==> config.mk <==
export PLATFORM = sky130hd
export DESIGN_NAME = dmc_ctrl_flat
export DESIGN_NICKNAME = d
export VERILOG_FILES = /design/src/dmc_pkg.sv /design/src/dmc_link_if.sv /design/src/dmc_timer.sv /design/src/dmc_ctrl.sv /design/src/flat_wrapper.sv
export SDC_FILE = /design/constraint.sdc
export NUM_CORES = 1
export LEC_CHECK = 0
export ABC_CLOCK_PERIOD_IN_PS = 5100
export BUFFER_PORTS_ARGS = -buffer_cell sky130_fd_sc_hd__buf_2
export CORE_MARGIN = 8
export CORE_UTILIZATION = 28
export CTS_CLUSTER_DIAMETER = 50
export DETAILED_ROUTE_END_ITERATION = 10
export HOLD_SLACK_MARGIN = 0.15
export SLEW_MARGIN = 20
export SYNTH_ARGS = -nofsm -noshare
export SYNTH_HDL_FRONTEND = slang
export SYNTH_HIERARCHICAL = 1
export SYNTH_SLANG_ARGS = --single-unit
==> constraint.sdc <==
create_clock -name clk_i -period 5.1 [get_ports clk_i]
set_clock_uncertainty 0.15 [all_clocks]
set_input_delay 1.02 -clock clk_i [delete_from_list [all_inputs] [get_ports clk_i]]
set_output_delay 1.02 -clock clk_i [all_outputs]
set_load 0.05 [all_outputs]
==> src/dmc_pkg.sv <==
// shared constants and types of the loop-mode and clock-change link
package dmc_pkg;

	// ----------------------------------------------------------------
	// mode register words and field positions
	// ----------------------------------------------------------------
	localparam int MRW = 13;
	localparam logic [1:0] MR0_SEL = 2'h0;
	localparam logic [1:0] MR1_SEL = 2'h1;
	localparam logic [1:0] MR2_SEL = 2'h2;
	localparam logic [MRW-1:0] MR_RESET = 13'h0000;
	localparam int LOOP_DIS_BIT = 0;
	localparam int LOOP_RST_BIT = 8;
	localparam int CL_LSB = 4;
	localparam int CWL_LSB = 3;
	localparam int AL_LSB = 3;
	localparam logic [MRW-1:0] NOM_TERM_MASK = 13'h0244;
	localparam logic [MRW-1:0] WR_TERM_MASK = 13'h0600;
	localparam logic [3:0] LOOP_OFF_LAT = 4'h6;
	localparam logic [1:0] AL_MINUS1 = 2'h1;
	localparam logic [1:0] AL_MINUS2 = 2'h2;

	// ----------------------------------------------------------------
	// timing, counted in link clock rising edges; half periods and internal refresh in system clocks
	// ----------------------------------------------------------------
	localparam logic [11:0] T_MRD_CK = 12'h004;
	localparam logic [11:0] T_MOD_CK = 12'h00c;
	localparam logic [11:0] T_CKSRE_CK = 12'h005;
	localparam logic [11:0] T_CKSRX_CK = 12'h005;
	localparam logic [11:0] T_XS_CK = 12'h040;
	localparam logic [11:0] T_XP_CK = 12'h003;
	localparam logic [11:0] T_DLLK_CK = 12'h200;
	localparam logic [11:0] T_LONG_IMPEDANCE_CALIBRATION_CK = 12'h100;
	localparam logic [11:0] VREF_WRITE_CK = 12'h200;
	localparam logic [11:0] REFI_CK = 12'h04e;
	localparam logic [11:0] T_MRS_GUARD =
		(T_MRD_CK > T_MOD_CK) ? T_MRD_CK : T_MOD_CK;
	localparam logic [11:0] T_LOCK_WAIT =
		(T_DLLK_CK > T_LONG_IMPEDANCE_CALIBRATION_CK) ? T_DLLK_CK : T_LONG_IMPEDANCE_CALIBRATION_CK;
	// internal refresh interval in system clocks
	localparam logic [11:0] SREF_REFRESH_CLK = 12'h04e;
	localparam logic [3:0] MAX_POSTED = 4'h8;
	localparam logic [3:0] HALF_DEFAULT = 4'h4;
	localparam logic [3:0] HALF_MIN = 4'h4;

	// ----------------------------------------------------------------
	// enumerations
	// ----------------------------------------------------------------
	typedef enum logic [3:0] {
		CMD_NOP   = 4'h0,
		CMD_MRS   = 4'h1,
		CMD_REF   = 4'h2,
		CMD_SRE   = 4'h3,
		CMD_SRX   = 4'h4,
		CMD_PDE   = 4'h5,
		CMD_PDX   = 4'h6,
		CMD_READ  = 4'h7,
		CMD_WRITE = 4'h8,
		CMD_LONG_IMPEDANCE_CALIBRATION  = 4'h9,
		CMD_FREQ  = 4'ha
	} dmc_cmd_t;

	typedef enum logic [2:0] {
		OP_LOOP_OFF = 3'h0,
		OP_LOOP_ON  = 3'h1,
		OP_PD_FREQ  = 3'h2,
		OP_READ     = 3'h3,
		OP_WRITE    = 3'h4,
		OP_REF      = 3'h5
	} dmc_op_t;

	typedef enum logic [3:0] {
		C_IDLE  = 4'b0001,
		C_ISSUE = 4'b0010,
		C_WAIT  = 4'b0100,
		C_READ  = 4'b1000
	} dmc_cst_t;

	typedef enum logic [2:0] {
		D_IDLE  = 3'b001,
		D_SREF  = 3'b010,
		D_PDOWN = 3'b100
	} dmc_dst_t;

	localparam int ERR_LAT = 0;
	localparam int ERR_TIMING = 1;
	localparam int ERR_LOCK = 2;
	localparam int ERR_POSTED = 3;

endpackage : dmc_pkg

==> src/dmc_link_if.sv <==
// link between memory controller end and memory device end
`timescale 1ns/1ps
interface dmc_link_if;
	import dmc_pkg::*;
	logic             ck;
	logic             cke;
	logic             term;
	dmc_cmd_t         cmd;
	logic [1:0]       sel;
	logic [MRW-1:0]   data;
	logic             rd_strobe;
	logic [7:0]       rd_data;

	modport ctrl (output ck, cke, term, cmd, sel, data,
		input rd_strobe, rd_data);
	modport dram (input ck, cke, term, cmd, sel, data,
		output rd_strobe, rd_data);
endinterface : dmc_link_if

==> src/dmc_timer.sv <==
// loadable down-counter that steps on a tick
`timescale 1ns/1ps
module dmc_timer #(
	parameter int W = 12
) (
	input  wire logic         clk_i,
	input  wire logic         sys_rst_i,
	input  wire logic         load_i,
	input  wire logic [W-1:0] value_i,
	input  wire logic         tick_i,
	output logic              busy_o,
	output logic              done_o
);
	logic [W-1:0] cnt;

	always_ff @(posedge clk_i) begin
		if (sys_rst_i) begin
			cnt <= '0;
		end else if (load_i) begin
			cnt <= value_i;
		end else if (tick_i && cnt != '0) begin
			cnt <= cnt - W'(1);
		end
	end

	assign busy_o = (cnt != '0);
	assign done_o = tick_i && !load_i && (cnt == W'(1));
endmodule : dmc_timer

==> src/dmc_ctrl.sv <==
// memory controller end: link clock, loop-mode and clock-change sequences
//
// Notes on behaviour
// - device keeps contents in self refresh unclocked
// - first write waits 512 edges after exit
// - loop disable bit honoured at any time
// - loop off needs read and write latency 6
// - loop off strobe reference one edge earlier
// - realign late read strobes to own clock
// - loop off: termination pin low, fields zero
// - cross clock gap only in self refresh
// - loop off: disable, enter, change, exit, reprogram
// - next command after larger mode delay
// - long impedance calibration ends both switches
// - loop on: enter, change, exit, enable, reset
// - after reset delay program remaining mode registers
// - nothing needing lock before lock time
// - clock period fixed outside frequency changes
// - change clock only in self refresh, power-down
// - device ignores clock after entry hold
// - power-down change: termination off, enable low
// - enable held low during power-down change
// - stable clock before exit, then loop reset
// - termination off through lock after change
// - at most eight refreshes outstanding overall
`timescale 1ns/1ps
module dmc_ctrl
	import dmc_pkg::*;
(
	input  wire logic       clk_i,
	input  wire logic       sys_rst_i,
	dmc_link_if.ctrl        link,
	input  wire logic       op_valid_i,
	input  wire dmc_op_t    op_i,
	output logic            op_ready_o,
	input  wire logic [3:0] cl_i,
	input  wire logic [3:0] cwl_i,
	input  wire logic [3:0] half_i,
	input  wire logic [1:0] addr_i,
	input  wire logic [7:0] wdata_i,
	input  wire logic       term_en_i,
	output logic            done_o,
	output logic            rd_valid_o,
	output logic [7:0]      rd_data_o,
	output logic            loop_on_o
);
	dmc_cst_t       state;
	dmc_op_t        op;
	logic [2:0]     step;
	logic [3:0]     cl;
	logic [3:0]     write_latency;
	logic [1:0]     addr;
	logic [7:0]     wdata;
	logic [3:0]     half;
	logic [3:0]     half_new;
	logic [3:0]     half_cnt;
	logic           ck_edge;
	logic           ck_fall;
	logic           ck_rise;
	logic [31:0]    cur;
	logic           cur_last;
	dmc_cmd_t       cur_cmd;
	logic [3:0]     cur_cmd_raw;
	logic [1:0]     cur_sel;
	logic [MRW-1:0] cur_data;
	logic [11:0]    cur_wait;
	logic           wait_busy;
	logic           vref_busy;
	logic           stb1;
	logic           stb2;
	logic           stb3;
	logic [7:0]     dat1;
	logic [7:0]     dat2;

	// ----------------------------------------------------------------
	// sequence steps
	// ----------------------------------------------------------------
	function automatic logic [31:0] pk(
		input logic           last,
		input dmc_cmd_t       c,
		input logic [1:0]     s,
		input logic [MRW-1:0] d,
		input logic [11:0]    w
	);
		pk = {last, c, s, d, w};
	endfunction : pk

	function automatic logic [31:0] step_f(
		input dmc_op_t    o,
		input logic [2:0] st,
		input logic [3:0] c_l,
		input logic [3:0] cw_l,
		input logic [1:0] a,
		input logic [7:0] wd
	);
		logic [MRW-1:0] m0_on;
		logic [MRW-1:0] m2_on;
		logic [MRW-1:0] m0_off;
		logic [MRW-1:0] m2_off;
		logic [MRW-1:0] m1_off;
		// termination fields always programmed zero
		m0_on = (MRW'(c_l) << CL_LSB) | (MRW'(1) << LOOP_RST_BIT);
		m2_on = MRW'(cw_l) << CWL_LSB;
		m0_off = MRW'(LOOP_OFF_LAT) << CL_LSB;
		m2_off = MRW'(LOOP_OFF_LAT) << CWL_LSB;
		m1_off = MRW'(1) << LOOP_DIS_BIT;
		step_f = pk(1'b1, CMD_NOP, 2'h0, MR_RESET, 12'h000);
		case (o)
			OP_LOOP_OFF: begin
				case (st)
					3'h0: step_f = pk(1'b0, CMD_MRS, MR1_SEL, m1_off,
						T_MOD_CK);
					3'h1: step_f = pk(1'b0, CMD_SRE, 2'h0, MR_RESET,
						T_CKSRE_CK);
					3'h2: step_f = pk(1'b0, CMD_FREQ, 2'h0, MR_RESET,
						T_CKSRX_CK);
					3'h3: step_f = pk(1'b0, CMD_SRX, 2'h0, MR_RESET,
						T_XS_CK);
					3'h4: step_f = pk(1'b0, CMD_MRS, MR0_SEL, m0_off,
						T_MRD_CK);
					3'h5: step_f = pk(1'b0, CMD_MRS, MR2_SEL, m2_off,
						T_MRS_GUARD);
					default: step_f = pk(1'b1, CMD_LONG_IMPEDANCE_CALIBRATION, 2'h0, MR_RESET,
						T_LONG_IMPEDANCE_CALIBRATION_CK);
				endcase
			end
			OP_LOOP_ON: begin
				case (st)
					3'h0: step_f = pk(1'b0, CMD_SRE, 2'h0, MR_RESET,
						T_CKSRE_CK);
					3'h1: step_f = pk(1'b0, CMD_FREQ, 2'h0, MR_RESET,
						T_CKSRX_CK);
					3'h2: step_f = pk(1'b0, CMD_SRX, 2'h0, MR_RESET,
						T_XS_CK);
					3'h3: step_f = pk(1'b0, CMD_MRS, MR1_SEL, MR_RESET,
						T_MRD_CK);
					3'h4: step_f = pk(1'b0, CMD_MRS, MR0_SEL, m0_on,
						T_MRD_CK);
					3'h5: step_f = pk(1'b0, CMD_MRS, MR2_SEL, m2_on,
						T_MRS_GUARD);
					default: step_f = pk(1'b1, CMD_LONG_IMPEDANCE_CALIBRATION, 2'h0, MR_RESET,
						T_LOCK_WAIT);
				endcase
			end
			OP_PD_FREQ: begin
				case (st)
					3'h0: step_f = pk(1'b0, CMD_PDE, 2'h0, MR_RESET,
						T_CKSRE_CK);
					3'h1: step_f = pk(1'b0, CMD_FREQ, 2'h0, MR_RESET,
						T_CKSRX_CK);
					3'h2: step_f = pk(1'b0, CMD_PDX, 2'h0, MR_RESET,
						T_XP_CK);
					3'h3: step_f = pk(1'b0, CMD_MRS, MR0_SEL, m0_on,
						T_MRD_CK);
					3'h4: step_f = pk(1'b0, CMD_MRS, MR2_SEL, m2_on,
						T_MRS_GUARD);
					default: step_f = pk(1'b1, CMD_NOP, 2'h0, MR_RESET,
						T_DLLK_CK);
				endcase
			end
			OP_READ: step_f = pk(1'b1, CMD_READ, a, MR_RESET, 12'h000);
			OP_WRITE: step_f = pk(1'b1, CMD_WRITE, a,
				{5'h00, wd}, 12'h000);
			OP_REF: step_f = pk(1'b1, CMD_REF, 2'h0, MR_RESET, 12'h001);
			default: step_f = pk(1'b1, CMD_NOP, 2'h0, MR_RESET, 12'h000);
		endcase
	endfunction : step_f

	assign cur = step_f(op, step, cl, write_latency, addr, wdata);
	assign {cur_last, cur_cmd_raw, cur_sel, cur_data, cur_wait} = cur;
	assign cur_cmd = dmc_cmd_t'(cur_cmd_raw);

	// ----------------------------------------------------------------
	// link clock divider
	// ----------------------------------------------------------------
	assign ck_edge = (half_cnt == half - 4'h1);
	assign ck_fall = ck_edge && link.ck;
	assign ck_rise = ck_edge && !link.ck;

	always_ff @(posedge clk_i) begin
		if (sys_rst_i) begin
			half_cnt <= 4'h0;
			link.ck <= 1'b0;
		end else if (ck_edge) begin
			half_cnt <= 4'h0;
			link.ck <= ~link.ck;
		end else begin
			half_cnt <= half_cnt + 4'h1;
		end
	end

	// period moves only in the frequency step of a sequence
	always_ff @(posedge clk_i) begin
		if (sys_rst_i) begin
			half <= HALF_DEFAULT;
		end else if (state == C_ISSUE && ck_fall
			&& cur_cmd == CMD_FREQ) begin
			half <= half_new;
		end
	end

	// ----------------------------------------------------------------
	// sequencer
	// ----------------------------------------------------------------
	// writes held off until the reference has settled after exit
	assign op_ready_o = (state == C_IDLE)
		&& !(op_i == OP_WRITE && vref_busy);

	always_ff @(posedge clk_i) begin
		if (sys_rst_i) begin
			state <= C_IDLE;
			op <= OP_REF;
			step <= 3'h0;
			cl <= LOOP_OFF_LAT;
			write_latency <= LOOP_OFF_LAT;
			addr <= 2'h0;
			wdata <= 8'h00;
			half_new <= HALF_DEFAULT;
			done_o <= 1'b0;
		end else begin
			done_o <= 1'b0;
			case (state)
				C_IDLE: begin
					if (op_valid_i && op_ready_o) begin
						op <= op_i;
						step <= 3'h0;
						cl <= cl_i;
						write_latency <= cwl_i;
						addr <= addr_i;
						wdata <= wdata_i;
						half_new <= (half_i < HALF_MIN) ? HALF_MIN : half_i;
						state <= C_ISSUE;
					end
				end
				C_ISSUE: begin
					if (ck_fall) begin
						state <= (cur_cmd == CMD_READ) ? C_READ : C_WAIT;
					end
				end
				C_WAIT: begin
					if (!wait_busy) begin
						if (cur_last) begin
							done_o <= 1'b1;
							state <= C_IDLE;
						end else begin
							step <= step + 3'h1;
							state <= C_ISSUE;
						end
					end
				end
				C_READ: begin
					if (stb2 != stb3) begin
						done_o <= 1'b1;
						state <= C_IDLE;
					end
				end
				default: begin
					state <= C_IDLE;
				end
			endcase
		end
	end

	dmc_timer #(.W(12)) u_wait (
		.clk_i     (clk_i),
		.sys_rst_i (sys_rst_i),
		.load_i    (state == C_ISSUE && ck_fall),
		.value_i   (cur_wait),
		.tick_i    (ck_rise),
		.busy_o    (wait_busy),
		.done_o    ()
	);

	dmc_timer #(.W(12)) u_vref (
		.clk_i     (clk_i),
		.sys_rst_i (sys_rst_i),
		.load_i    (state == C_ISSUE && ck_fall && cur_cmd == CMD_SRX),
		.value_i   (VREF_WRITE_CK),
		.tick_i    (ck_rise),
		.busy_o    (vref_busy),
		.done_o    ()
	);

	// ----------------------------------------------------------------
	// link command outputs, changed on the falling link edge
	// ----------------------------------------------------------------
	always_ff @(posedge clk_i) begin
		if (sys_rst_i) begin
			link.cmd <= CMD_NOP;
			link.sel <= 2'h0;
			link.data <= MR_RESET;
			link.cke <= 1'b1;
		end else if (ck_fall) begin
			if (state == C_ISSUE && cur_cmd != CMD_FREQ) begin
				link.cmd <= cur_cmd;
				link.sel <= cur_sel;
				link.data <= cur_data;
			end else begin
				link.cmd <= CMD_NOP;
			end
			if (state == C_ISSUE) begin
				if (cur_cmd == CMD_SRE || cur_cmd == CMD_PDE) begin
					link.cke <= 1'b0;
				end else if (cur_cmd == CMD_SRX || cur_cmd == CMD_PDX) begin
					link.cke <= 1'b1;
				end
			end
		end
	end

	// termination only in idle with the loop running
	always_ff @(posedge clk_i) begin
		if (sys_rst_i) begin
			loop_on_o <= 1'b1;
			link.term <= 1'b0;
		end else begin
			if (state == C_IDLE && op_valid_i && op_ready_o
				&& op_i == OP_LOOP_OFF) begin
				loop_on_o <= 1'b0;
			end else if (done_o && op == OP_LOOP_ON) begin
				loop_on_o <= 1'b1;
			end
			link.term <= term_en_i && loop_on_o && (state == C_IDLE)
				&& !(op_valid_i && op_i != OP_READ
				&& op_i != OP_WRITE);
		end
	end

	// ----------------------------------------------------------------
	// read strobe realignment
	// ----------------------------------------------------------------
	always_ff @(posedge clk_i) begin
		if (sys_rst_i) begin
			stb1 <= 1'b0;
			stb2 <= 1'b0;
			stb3 <= 1'b0;
			dat1 <= 8'h00;
			dat2 <= 8'h00;
			rd_valid_o <= 1'b0;
			rd_data_o <= 8'h00;
		end else begin
			stb1 <= link.rd_strobe;
			stb2 <= stb1;
			stb3 <= stb2;
			dat1 <= link.rd_data;
			dat2 <= dat1;
			rd_valid_o <= 1'b0;
			if (stb2 != stb3) begin
				rd_valid_o <= 1'b1;
				rd_data_o <= dat2;
			end
		end
	end
endmodule : dmc_ctrl

==> src/flat_wrapper.sv <==
// flat-port wrapper written by rule: the top's interface ports become plain ports
module dmc_ctrl_flat import dmc_pkg::*;
  (clk_i, sys_rst_i, op_valid_i, op_i, op_ready_o, cl_i, cwl_i, half_i, addr_i, wdata_i, term_en_i, done_o, rd_valid_o, rd_data_o, loop_on_o, link_ck, link_cke, link_term, link_cmd, link_sel, link_data, link_rd_strobe, link_rd_data);
  dmc_link_if link_i ();
  input  wire logic clk_i;
  input  wire logic sys_rst_i;
  input  wire logic op_valid_i;
  input  wire dmc_op_t op_i;
  output logic op_ready_o;
  input  wire logic [3:0] cl_i;
  input  wire logic [3:0] cwl_i;
  input  wire logic [3:0] half_i;
  input  wire logic [1:0] addr_i;
  input  wire logic [7:0] wdata_i;
  input  wire logic term_en_i;
  output logic done_o;
  output logic rd_valid_o;
  output logic [7:0] rd_data_o;
  output logic loop_on_o;
  output wire logic [$bits(link_i.ck)-1:0] link_ck;
  output wire logic [$bits(link_i.cke)-1:0] link_cke;
  output wire logic [$bits(link_i.term)-1:0] link_term;
  output wire logic [$bits(link_i.cmd)-1:0] link_cmd;
  output wire logic [$bits(link_i.sel)-1:0] link_sel;
  output wire logic [$bits(link_i.data)-1:0] link_data;
  input wire logic [$bits(link_i.rd_strobe)-1:0] link_rd_strobe;
  input wire logic [$bits(link_i.rd_data)-1:0] link_rd_data;
  assign link_ck = link_i.ck;
  assign link_cke = link_i.cke;
  assign link_term = link_i.term;
  assign link_cmd = link_i.cmd;
  assign link_sel = link_i.sel;
  assign link_data = link_i.data;
  assign link_i.rd_strobe = link_rd_strobe;
  assign link_i.rd_data = link_rd_data;
  dmc_ctrl u_core (.clk_i(clk_i), .sys_rst_i(sys_rst_i), .link(link_i), .op_valid_i(op_valid_i), .op_i(op_i), .op_ready_o(op_ready_o), .cl_i(cl_i), .cwl_i(cwl_i), .half_i(half_i), .addr_i(addr_i), .wdata_i(wdata_i), .term_en_i(term_en_i), .done_o(done_o), .rd_valid_o(rd_valid_o), .rd_data_o(rd_data_o), .loop_on_o(loop_on_o));
endmodule
## Word-level counts from Yosys, hierarchy flattened

Cells that the tools add are included.

- Eq/ne operators: 31
- Bitwise operators: 1
- Reductions and logical operators: 42
- Multiplexer cells: 29
- Magnitude comparators: 1
- Add/sub/neg operators: 5

Operators by type and width:

| operator | number |
|---|---|
| case mux 32 bit (6 select lines) | 3 |
| case mux 32 bit (5 select lines) | 1 |
| 2-to-1 mux 4 bit | 7 |
| 2-to-1 mux 12 bit | 2 |
| nonzero test 12 bit | 2 |
| subtractor 12 x 1 -> 12 bit (second input constant) | 2 |
| equality test 4 x 3 -> 1 bit (second input constant) | 5 |
| logical AND 1 bit | 20 |
| 2-to-1 mux 10 bit | 2 |
| case mux 4 bit (4 select lines) | 1 |
| equality test 3 bit (second input constant) | 5 |
| equality test 3 x 2 -> 1 bit (second input constant) | 4 |
| nonzero test 2 bit | 5 |
| logical NOT 3 bit | 3 |
| 2-to-1 mux 3 bit | 3 |
| equality test 4 x 2 -> 1 bit (second input constant) | 2 |
| equality test 4 bit (second input constant) | 2 |
| AND reduction 4 bit | 2 |
| 2-to-1 mux 1 bit | 7 |
| equality test 3 x 1 -> 1 bit (second input constant) | 2 |
| inequality test 2 x 1 -> 1 bit (second input constant) | 3 |
| case mux 3 bit (2 select lines) | 1 |
| adder 4 x 1 -> 4 bit (second input constant) | 1 |
| equality test 4 x 1 -> 1 bit (second input constant) | 1 |
| other kinds (17) | 23 |

- Logic and storage cells: 137
- Register bits: 116

## Longest topological paths before layout

Gate-level depths: netlist of the first run.

- Depth after elaboration: 7
- Mapped depth: 14
- Depth with buffers taken out: 10

## Cells and area by module

The synthesis of the first run kept the hierarchy.

By module, submodules not included:

| module | area an instance (sq um) | cells each | sequential area each (sq um) | instances |
|---|---|---|---|---|
| dmc_ctrl | 4063.9 | 468 | 1761.7 | 1 |
| dmc_timer | 789.5 | 93 | 240.2 | 2 |

## Worst setup path after synthesis of the first run

Ideal clock, no wire load.

- Path type: reg2reg
- From: register u_core.half[0]
- To: register u_core.u_vref.cnt[5]
- Setup slack: 2011 ps
- Stages on the path, launching flop included: 11
- Data arrival time: 2848 ps
- Library setup time: 91 ps
- Path through: dfxtp_1 -> inv_1 -> ha_1 -> xor2_1 -> nand3_1 -> nor3_1 -> or3b_1 -> or3_1 -> buf_2 -> or4_1 -> a311oi_1

- Elaborated cells on any way between the ends: 8
- Those cells by class: 1 x add/sub; 1 x eq/ne; 6 x reduce/logical

RTL lines:

| what | RTL line | RTL |
|---|---|---|
| start: declaration | dmc_ctrl.sv:54 | `logic [3:0] half;` |
| start signal: assignment | dmc_ctrl.sv:198 | `half <= half_new;` |
| subtractor 4 x 1 -> 4 bit | dmc_ctrl.sv:176 | `assign ck_edge = (half_cnt == half - 4'h1);` |
| equality test 4 bit | dmc_ctrl.sv:176 |  |
| logical AND 1 bit | dmc_ctrl.sv:178 | `assign ck_rise = ck_edge && !link.ck;` |
| via u_core.ck_rise | dmc_ctrl.sv:59 | `logic ck_rise;` |
| logical AND 1 bit | dmc_timer.sv:21 | `end else if (tick_i && cnt != '0) begin` |
| end signal: assignment | dmc_timer.sv:20 | `cnt <= value_i;` |
| end signal: assignment | dmc_timer.sv:22 | `cnt <= cnt - W'(1);` |
| end: declaration | dmc_timer.sv:14 | `logic [W-1:0] cnt;` |

The timed path passes the listed nets, and every way through them passes these cells.
A chain may end at the register's enable or synchronous reset.

## Final worst setup path of the first run

- From: register u_core.half[0]
- To: register u_core.u_vref.cnt[11]

Same word-level chain as after synthesis.

==> results of run 1 <==
==> worst max-delay path by stage <==
stage | startpoint | endpoint | slack, ps | depth (start not counted)
6_report | u_core/half[0] | u_core/u_vref/cnt[11] | 1600 | 9
5_1_grt | u_core/op[1] | u_core/u_vref/cnt[6] | 1270 | 9
4_1_cts | u_core/u_vref/cnt[0] | op_ready_o | 1560 | 6
3_5_place_dp | u_core/half[0] | u_core/u_vref/cnt[9] | 1580 | 9
3_3_place_gp | u_core/half[0] | u_core/u_vref/cnt[11] | 1680 | 9
2_1_floorplan | u_core/half[0] | u_core/u_vref/cnt[5] | 2040 | 10
==> layer usage <==
layer	up-vias	wire (um)	global-route usage [%]
li1	2377	-	-
met1	2183	6350	14.0
met2	88	6110	17.0
met3	13	791	3.43
met4	0	205	4.26
met5	-	0	0
==> flip-flops by register name, indices dropped and copies added (netlist names), 8 cells and up <==
register	count
u_core/u_vref/cnt	12
u_core/u_wait/cnt	12
u_core/dat1	8
u_core/dat2	8
u_core/rd_data_o	8
u_core/link.data	9
u_core/wdata	8
==> through the flow <==
stage / worst slack [ps] / instance area (um^2) / power, W
2_1_floorplan: 2040 / 5660 / 0.00113
3_3_place_gp: 1680 / 6070 / 0.00118
3_5_place_dp: 1580 / 6070 / 0.00118
4_1_cts: 1560 / 6380 / 0.00192
5_1_grt: 1270 / 6380 / 0.00199
6_report: 1600 / 6380 / 0.00190
==> worst reg2reg max path: cells and delay by family (launching register included) <==
| family | cells | cell delay [ps] |
|---|---|---|
| simple gates | 5 | 2060 |
| flops | 1 | 390 |
| fa+ha+maj | 1 | 300 |
| compound gates | 1 | 270 |
| xor+xnor | 1 | 170 |
| buf+inv | 1 | 70 |
==> layout make-up <==
class,instances,share of cell area (%)
well taps,265,5.20
multi-input cells,483,47.5
flip-flops and latches,112,35.2
repair buffers,71,5.77
clock inverters,6,1.12
inverters,26,1.53
clock buffers,10,3.75
==> report_power, final <==
part | total, W | switching (W) | leakage (nW) | internal (W)
Combinational | 0.000225 | 0.000149 | 1.34 | 0.0000767
Sequential | 0.000934 | 0.0000267 | 0.912 | 0.000907
Clock | 0.000738 | 0.000338 | 0.146 | 0.000400
==> results by group, run 1 <==
Die
  • DIE AREA: 24,800 um^2
  • Die Span X: 157 um
  • Die Span Y: 157 um
  • Row cnt: 51
  • Core area: 19,500 um^2
  • Ports: 72
  • Initial core utilization: 28.6%

Worst setup path
  • Required @ worst endpoint: 5210 ps
  • Cell chain of the critical path: inv_1, ha_1, xor2_1, nand3_1, nor3_1, or3b_1, or3_1, or4_1, a311oi_1
  • Delay-heaviest family, CP: simple AND/OR/NAND/NOR gates
  • CP bufs+invs: 1
  • Startpoint types: flip-flop
  • Crit-path max FO: 9
  • Crit path arrival time: 3610 ps
  • Slowest stage cell on the critical path: nor3_1
  • Kind of end point of the critical path: flip-flop
  • Reg2reg end: u_core/u_vref/cnt[11]
  • Slowest stage delay, CP: 660 ps
  • R2r worst-path depth: 9
  • WS Path Type: flip-flop to flip-flop
  • Worst reg2reg setup slack: 1600 ps
  • RR Startpoint: u_core/half[0]

Clock tree
  • CTS tree: done
  • CTS buffer count: 9
  • Clk slew on worst S/H paths: 80 ps
  • Clock Path Buffers: 2
  • H-tree depth: 3
  • Post-CTS setup buffer count: 0
  • Clock Sinks: 112
  • CTS root buf: clkbuf_16
  • Worst skew pair latency: 360 ps
  • Hold buffers post-CTS: 0
  • Post-CTS Resized: 0

Global routing
  • Antenna violations before repair: 0
  • Global-route wire length before repair: 22,000 um
  • Largest net degree at the start of global routing: 81
  • Vias in the first global route: 4,401
  • GR Util All Layers: 11.0%
  • Grt total ovfl: 0

Layout
  • Fillers: 2,139
  • Most frequent cells in the layout: dfxtp_1 (112), nand2_1 (90), buf_2 (66), nor2_1 (64), a21oi_1 (47)
  • Finished Core Util: 32.7%
  • Layout cells sized above 1: 15.3%
  • Finished Layout Cells: 973
  • Area of the multi-input gates: 3030 um^2
  • Commonest non-fill, non-tap cell in the layout: dfxtp_1
  • Final Net Count: 752
  • Antenna Cells: 0
  • Area delta synth->final: 14.0%
  • Register area: 2240 um^2

STA
  • Rel. slew slack: 34.6%
  • Final setup TNS: 0 ps
  • Final Max Tran Viols: 0
  • Setup-failing EPs final: 0
  • Maximum clock frequency: 0.286 GHz
  • Fin crit share: 68.6%
  • Fin. Hold Viols: 0
  • Fin crit period: 3500 ps
  • RSZ-0062 raised after global routing: no
  • Hold slack: 286 ps
  • Worst Max-Slew Pin Slew: 974 ps

Synthesis
  • Post-Syn Area per Cell: 8.66 um^2
  • Mapped Cells: 646
  • Mapped Area: 5590 um^2
  • Synthesis Warnings: 6

Hold path
  • Hold Path Origin: u_core/dat1[1]
  • Hold EP: u_core/dat2[1]
  • Worst hold path class: flip-flop to flip-flop
  • Hold Crit Depth: 1

Power and ir drop
  • Maximum VDD drop: 0.181 mV
  • Pwr/cell area: 297 nW/um^2
  • P_leak: 2.40 nW

Detailed routing
  • Pre-Repair DR Iteration Count: 4
  • Vias after detailed routing: 4,661
  • Final WL: 13,500 um
  • Starting DRT DRC Count: 252
  • Vias per inst: 4.79
  • Drt drc: 0
  • DR WL/cell: 13.8 um
  • Post-detailed-route count of antenna-violating nets: 0

Place
  • Routability-driven placement congestion ratio: 0.825
  • IO buf count: 67
  • Post-detail-place hpwl: 9420 um
  • Placed cells: 957

Outcome
  • Status: completed

Flow run
  • Max_cap viols: 0
Note: power is estimated with default switching activity, not from simulation.
==> run 2, diff against run 1 <==
ABC_AREA = 1   (was default)
ABC_CLOCK_PERIOD_IN_PS = 3300   (was 5100)
clock period = 3.3 ns   (was 5.1 ns; I/O delays follow)
==> run 2 against run 1 <==
Synthesized cell count grew 35%. Clock-buffer cell count shrank 1. Power grew 83%. Worst hold slack lost 31 ps. Clock power grew 59%. Wire length grew 13%. First-iteration DRC count grew 7.5%. Sequential power grew 61%. Flip-flop and latch count is the same. Global-route usage grew 0.98 points.
==> results by group, run 2 <==
Clock tree
  • H-tree depth: 3
  • Clock Path Buffers: 2
  • CTS tree: done
  • Post-CTS Resized: 0
  • Clk slew on worst S/H paths: 80 ps
  • Clock Sinks: 112
  • Hold buffers post-CTS: 0
  • Post-CTS setup buffer count: 0
  • CTS root buf: clkbuf_16
  • CTS buffer count: 9
  • Worst skew pair latency: 360 ps

Place
  • Place WS: 507 ps
  • IO buf count: 67
  • Routability-driven placement congestion ratio: 0.893
  • Post-detail-place hpwl: 11,200 um

Die
  • Core area: 20,300 um^2
  • Die Span Y: 160 um
  • Die Span X: 160 um
  • Row cnt: 52
  • Initial core utilization: 28.6%
  • DIE AREA: 25,600 um^2
  • Ports: 72

Detailed routing
  • Drt drc: 0
  • Post-detailed-route count of antenna-violating nets: 0
  • Vias per inst: 4.42
  • Final WL: 15,100 um
  • Vias after detailed routing: 5,425
  • Starting DRT DRC Count: 271
  • Pre-Repair DR Iteration Count: 5
  • DR WL/cell: 12.3 um

Global routing
  • Antenna violations before repair: 1
  • Vias in the first global route: 5,304
  • GR Util All Layers: 12.0%
  • Grt total ovfl: 0
  • Global-route wire length before repair: 25,600 um
  • Largest net degree at the start of global routing: 66

Power and ir drop
  • Maximum VDD drop: 0.280 mV
  • P_leak: 3.27 nW
  • Pwr/cell area: 508 nW/um^2

Layout
  • Final Net Count: 1,000
  • Top Registers: u_core/u_vref/cnt x12, u_core/u_wait/cnt x12, u_core/link.data x9
  • Area delta synth->final: 17.4%
  • Register area: 2240 um^2
  • Area of the multi-input gates: 3030 um^2
  • Layout cells sized above 1: 15.3%
  • Fillers: 2,254
  • Finished Core Util: 33.6%
  • Most frequent cells in the layout: nand2_1 (180), nor2_1 (142), inv_1 (114), dfxtp_1 (112), buf_2 (67)
  • Antenna Cells: 0
  • Commonest non-fill, non-tap cell in the layout: nand2_1

Synthesis
  • Mapped Area: 5810 um^2
  • Mapped Cells: 871
  • Post-Syn Area per Cell: 6.67 um^2
  • Synthesis Warnings: 6

Outcome
  • Status: completed

STA
  • Setup-failing EPs final: 0
  • Fin. Hold Viols: 0
  • Worst setup margin: 463 ps
  • Fin crit share: 86.0%
  • Fin crit period: 2840 ps
  • RSZ-0062 raised after global routing: no
  • Rel. slew slack: 48.4%
  • Worst Max-Slew Pin Slew: 774 ps
  • Final setup TNS: 0 ps
  • Final Max Tran Viols: 0
  • Maximum clock frequency: 0.353 GHz

Worst setup path
  • Required @ worst endpoint: 3430 ps
  • Crit path arrival time: 2970 ps
  • Kind of end point of the critical path: flip-flop
  • Crit-path max FO: 11
  • Startpoint types: flip-flop
  • WS Path Type: flip-flop to flip-flop

Hold path
  • Worst hold path class: flip-flop to flip-flop

Flow run
  • Max_cap viols: 0
==> run 2: final cells by class <==
cell class,count,area share [%]
Clock buffer,9,3.30
Clock inverter,7,1.39
Inverter,125,7.02
Multi-Input combinational cell,626,44.4
Sequential cell,112,32.9
Tap cell,270,4.95
Timing Repair Buffer,77,6.02
==> run 2: power by group <==
group | internal, W | switching, W
registers | 0.00144 | 0.0000556
clock network | 0.000612 | 0.000553
logic | 0.000234 | 0.000567
==> run 2: metrics by stage <==
| stage | instances | power (W) | hold WS, ps | instance area, um^2 |
|---|---|---|---|---|
| after floorplan | 890 | 0.00212 | 238 | 5880 |
| after global placement | 1210 | 0.00232 | 239 | 6500 |
| after detailed placement | 1210 | 0.00232 | 243 | 6500 |
| after CTS | 1226 | 0.00350 | 255 | 6820 |
| after global routing | 1226 | 0.00366 | 272 | 6820 |
| final | 1226 | 0.00346 | 255 | 6820 |
==> run 2: worst max-delay path: stages (launching register included) <==
cell     delay, ps
dfxtp_1        380
inv_1          120
ha_1           250
inv_1          110
nand2_1        110
nand2_1        130
nand3_1         90
nand2_1         70
nand2_1         70
nand3_2        170
nor2_1          80
nand2_1         90
nor2_1          60
inv_1          320
nand3_2        170
inv_1          170
nand3_1         90
a21oi_1        140
==> run 2: metal layers <==
metal  track usage [%]  wire length, um  vias up
met5                 0               10        -
met4              3.95              233        2
met3              2.93              698       19
met2              20.5             7010      126
met1              14.5             7180     2390
li1                  -                -     2888
==> run 2: path summary, 6_finish.rpt <==
check / start / end / slack, ps / cells past startpoint
max: u_core/step[0] / u_core/u_vref/cnt[10] / 460 / 17
min reg2reg: u_core/dat1[5] / u_core/dat2[5] / 250 / 2
min: u_core/dat1[5] / u_core/dat2[5] / 250 / 2
max reg2reg: u_core/step[0] / u_core/u_vref/cnt[10] / 460 / 17
==> run 3, diff against run 2 <==
ABC_CLOCK_PERIOD_IN_PS = 3400   (was 3300)
RECOVER_POWER = 100   (was default)
clock period = 3.4 ns   (was 3.3 ns; I/O delays follow)
==> run 3 against run 2 <==
Register-to-register slack got worse by 80 ps. Via count down 0.83%. Power down 3.7%. Maximum frequency down 6.0%. Wire length shrank 0.13%. Utilization fell by 0.57 points. Largest cell class unchanged.
==> results by group, run 3 (same netlist as run 2, synthesis figures left out) <==
Outcome
  • Status: completed

Clock tree
  • Hold buffers post-CTS: 0
  • Worst skew pair latency: 360 ps
  • Clk slew on worst S/H paths: 80 ps
  • CTS root buf: clkbuf_16
  • Clock Path Buffers: 2
  • CTS buffer count: 9
  • Post-CTS Resized: 0
  • CTS tree: done
  • Clock Sinks: 112
  • H-tree depth: 3
  • Post-CTS setup buffer count: 0

STA
  • Fin crit share: 88.7%
  • Worst Max-Slew Pin Slew: 1430 ps
  • Fin crit period: 3020 ps
  • Fin. Hold Viols: 0
  • RSZ-0062 raised after global routing: no
  • Setup-failing EPs final: 0
  • Maximum clock frequency: 0.331 GHz
  • Final Max Tran Viols: 0
  • Final setup TNS: 0 ps
  • Rel. slew slack: 4.90%

Detailed routing
  • DR WL/cell: 12.3 um
  • Post-detailed-route count of antenna-violating nets: 0
  • Drt drc: 0
  • Vias per inst: 4.39
  • Starting DRT DRC Count: 297
  • Vias after detailed routing: 5,380
  • Pre-Repair DR Iteration Count: 5
  • Final WL: 15,100 um

Global routing
  • GR Util All Layers: 11.8%
  • Antenna violations before repair: 1
  • Global-route wire length before repair: 25,200 um
  • Grt total ovfl: 0
  • Largest net degree at the start of global routing: 66
  • Vias in the first global route: 5,197

Layout
  • Antenna Cells: 0
  • Most frequent cells in the layout: nand2_1 (183), nor2_1 (143), inv_1 (114), dfxtp_1 (112), nand3_1 (65)
  • Layout cells sized above 1: 10.6%
  • Fillers: 2,275
  • Area of the multi-input gates: 2980 um^2
  • Area delta synth->final: 15.4%
  • Commonest non-fill, non-tap cell in the layout: nand2_1
  • Register area: 2240 um^2
  • Final Net Count: 999
  • Top Registers: u_core/u_vref/cnt x12, u_core/u_wait/cnt x12, u_core/link.data x9

Worst setup path
  • Crit-path max FO: 28
  • WS Path Type: flip-flop to flip-flop
  • Reg2reg end: u_core/half[2]
  • CP endpoint: u_core/half[2]
  • RR Startpoint: u_core/half[0]
  • Kind of end point of the critical path: flip-flop
  • Required @ worst endpoint: 3550 ps
  • Startpoint types: flip-flop
  • Worst setup startpoint: u_core/half[0]
  • Worst reg2reg setup slack: 380 ps
  • Crit path arrival time: 3170 ps
  • R2r worst-path depth: 13

Power and ir drop
  • P_leak: 3.12 nW
  • Final total power: 0.00334 W
  • Maximum VDD drop: 0.319 mV
  • Pwr/cell area: 498 nW/um^2

Die
  • Die Span Y: 160 um
  • Ports: 72
  • Core area: 20,300 um^2
  • Row cnt: 52
  • Initial core utilization: 28.6%
  • Die Span X: 160 um
  • DIE AREA: 25,600 um^2

Flow run
  • Max_cap viols: 0

Place
  • Post-detail-place hpwl: 11,300 um
  • IO buf count: 67
  • Routability-driven placement congestion ratio: 0.888

Hold path
  • Worst hold path class: flip-flop to flip-flop
  • Hold Crit Depth: 2
[run 3: how the worst min path moves through the flow]
stage              startpoint             end
3_3_place_gp      u_core/stb1     u_core/stb2
5_1_grt        u_core/dat1[7]  u_core/dat2[7]
4_1_cts        u_core/dat1[2]  u_core/dat2[2]
6_report       u_core/dat1[1]  u_core/dat2[1]
2_1_floorplan  u_core/dat1[0]  u_core/dat2[0]
3_5_place_dp   u_core/dat1[2]  u_core/dat2[2]
[run 3: worst max-delay path: stages (launching register included)]
cell and delay (ps):
dfxtp_1 350, inv_1 80, ha_1 300, xor2_1 160, nand2_1 70, nor2_1 130
nand3_1 80, clkbuf_1 250, nor2_4 140, clkbuf_2 520, nand3_1 410, nor2_1 180
nor2_1 50, nand2_1 90
[run 3: metal layers]
layer	wire [um]	global-route usage (%)
met1	7120	14.4
met2	7020	20.0
met3	753	3.16
met4	221	3.48
met5	10	0
[run 3: final cells by class]
class                      instances  area share [%]
clock buffer                       9            3.36
clock inverter                     7            1.42
inverter                         125            7.09
multi-input combinational        626            44.5
sequential                       112            33.4
tap                              270            5.04
timing repair buffer              76            5.17
[run 3: where the power goes]
part | total [W] | internal (W) | switching (W) | leakage (nW)
Combinational | 0.000747 | 0.000211 | 0.000536 | 2.04
Clock | 0.00113 | 0.000597 | 0.000538 | 0.158
Sequential | 0.00146 | 0.00140 | 0.0000544 | 0.915
Total | 0.00334 | 0.00221 | 0.00113 | 3.12
[run 3: metrics by stage]
step	instances	area [um^2]	hold slack (ps)	utilization [%]	setup slack, ps
4_1_cts	1225	6810	256	33.6	574
5_1_grt	1225	6710	266	33.0	140
6_report	1225	6710	253	33.0	383
3_3_place_gp	1209	6490	240	32.0	687
3_5_place_dp	1209	6490	244	32.0	585
2_1_floorplan	890	5880	238	-	734
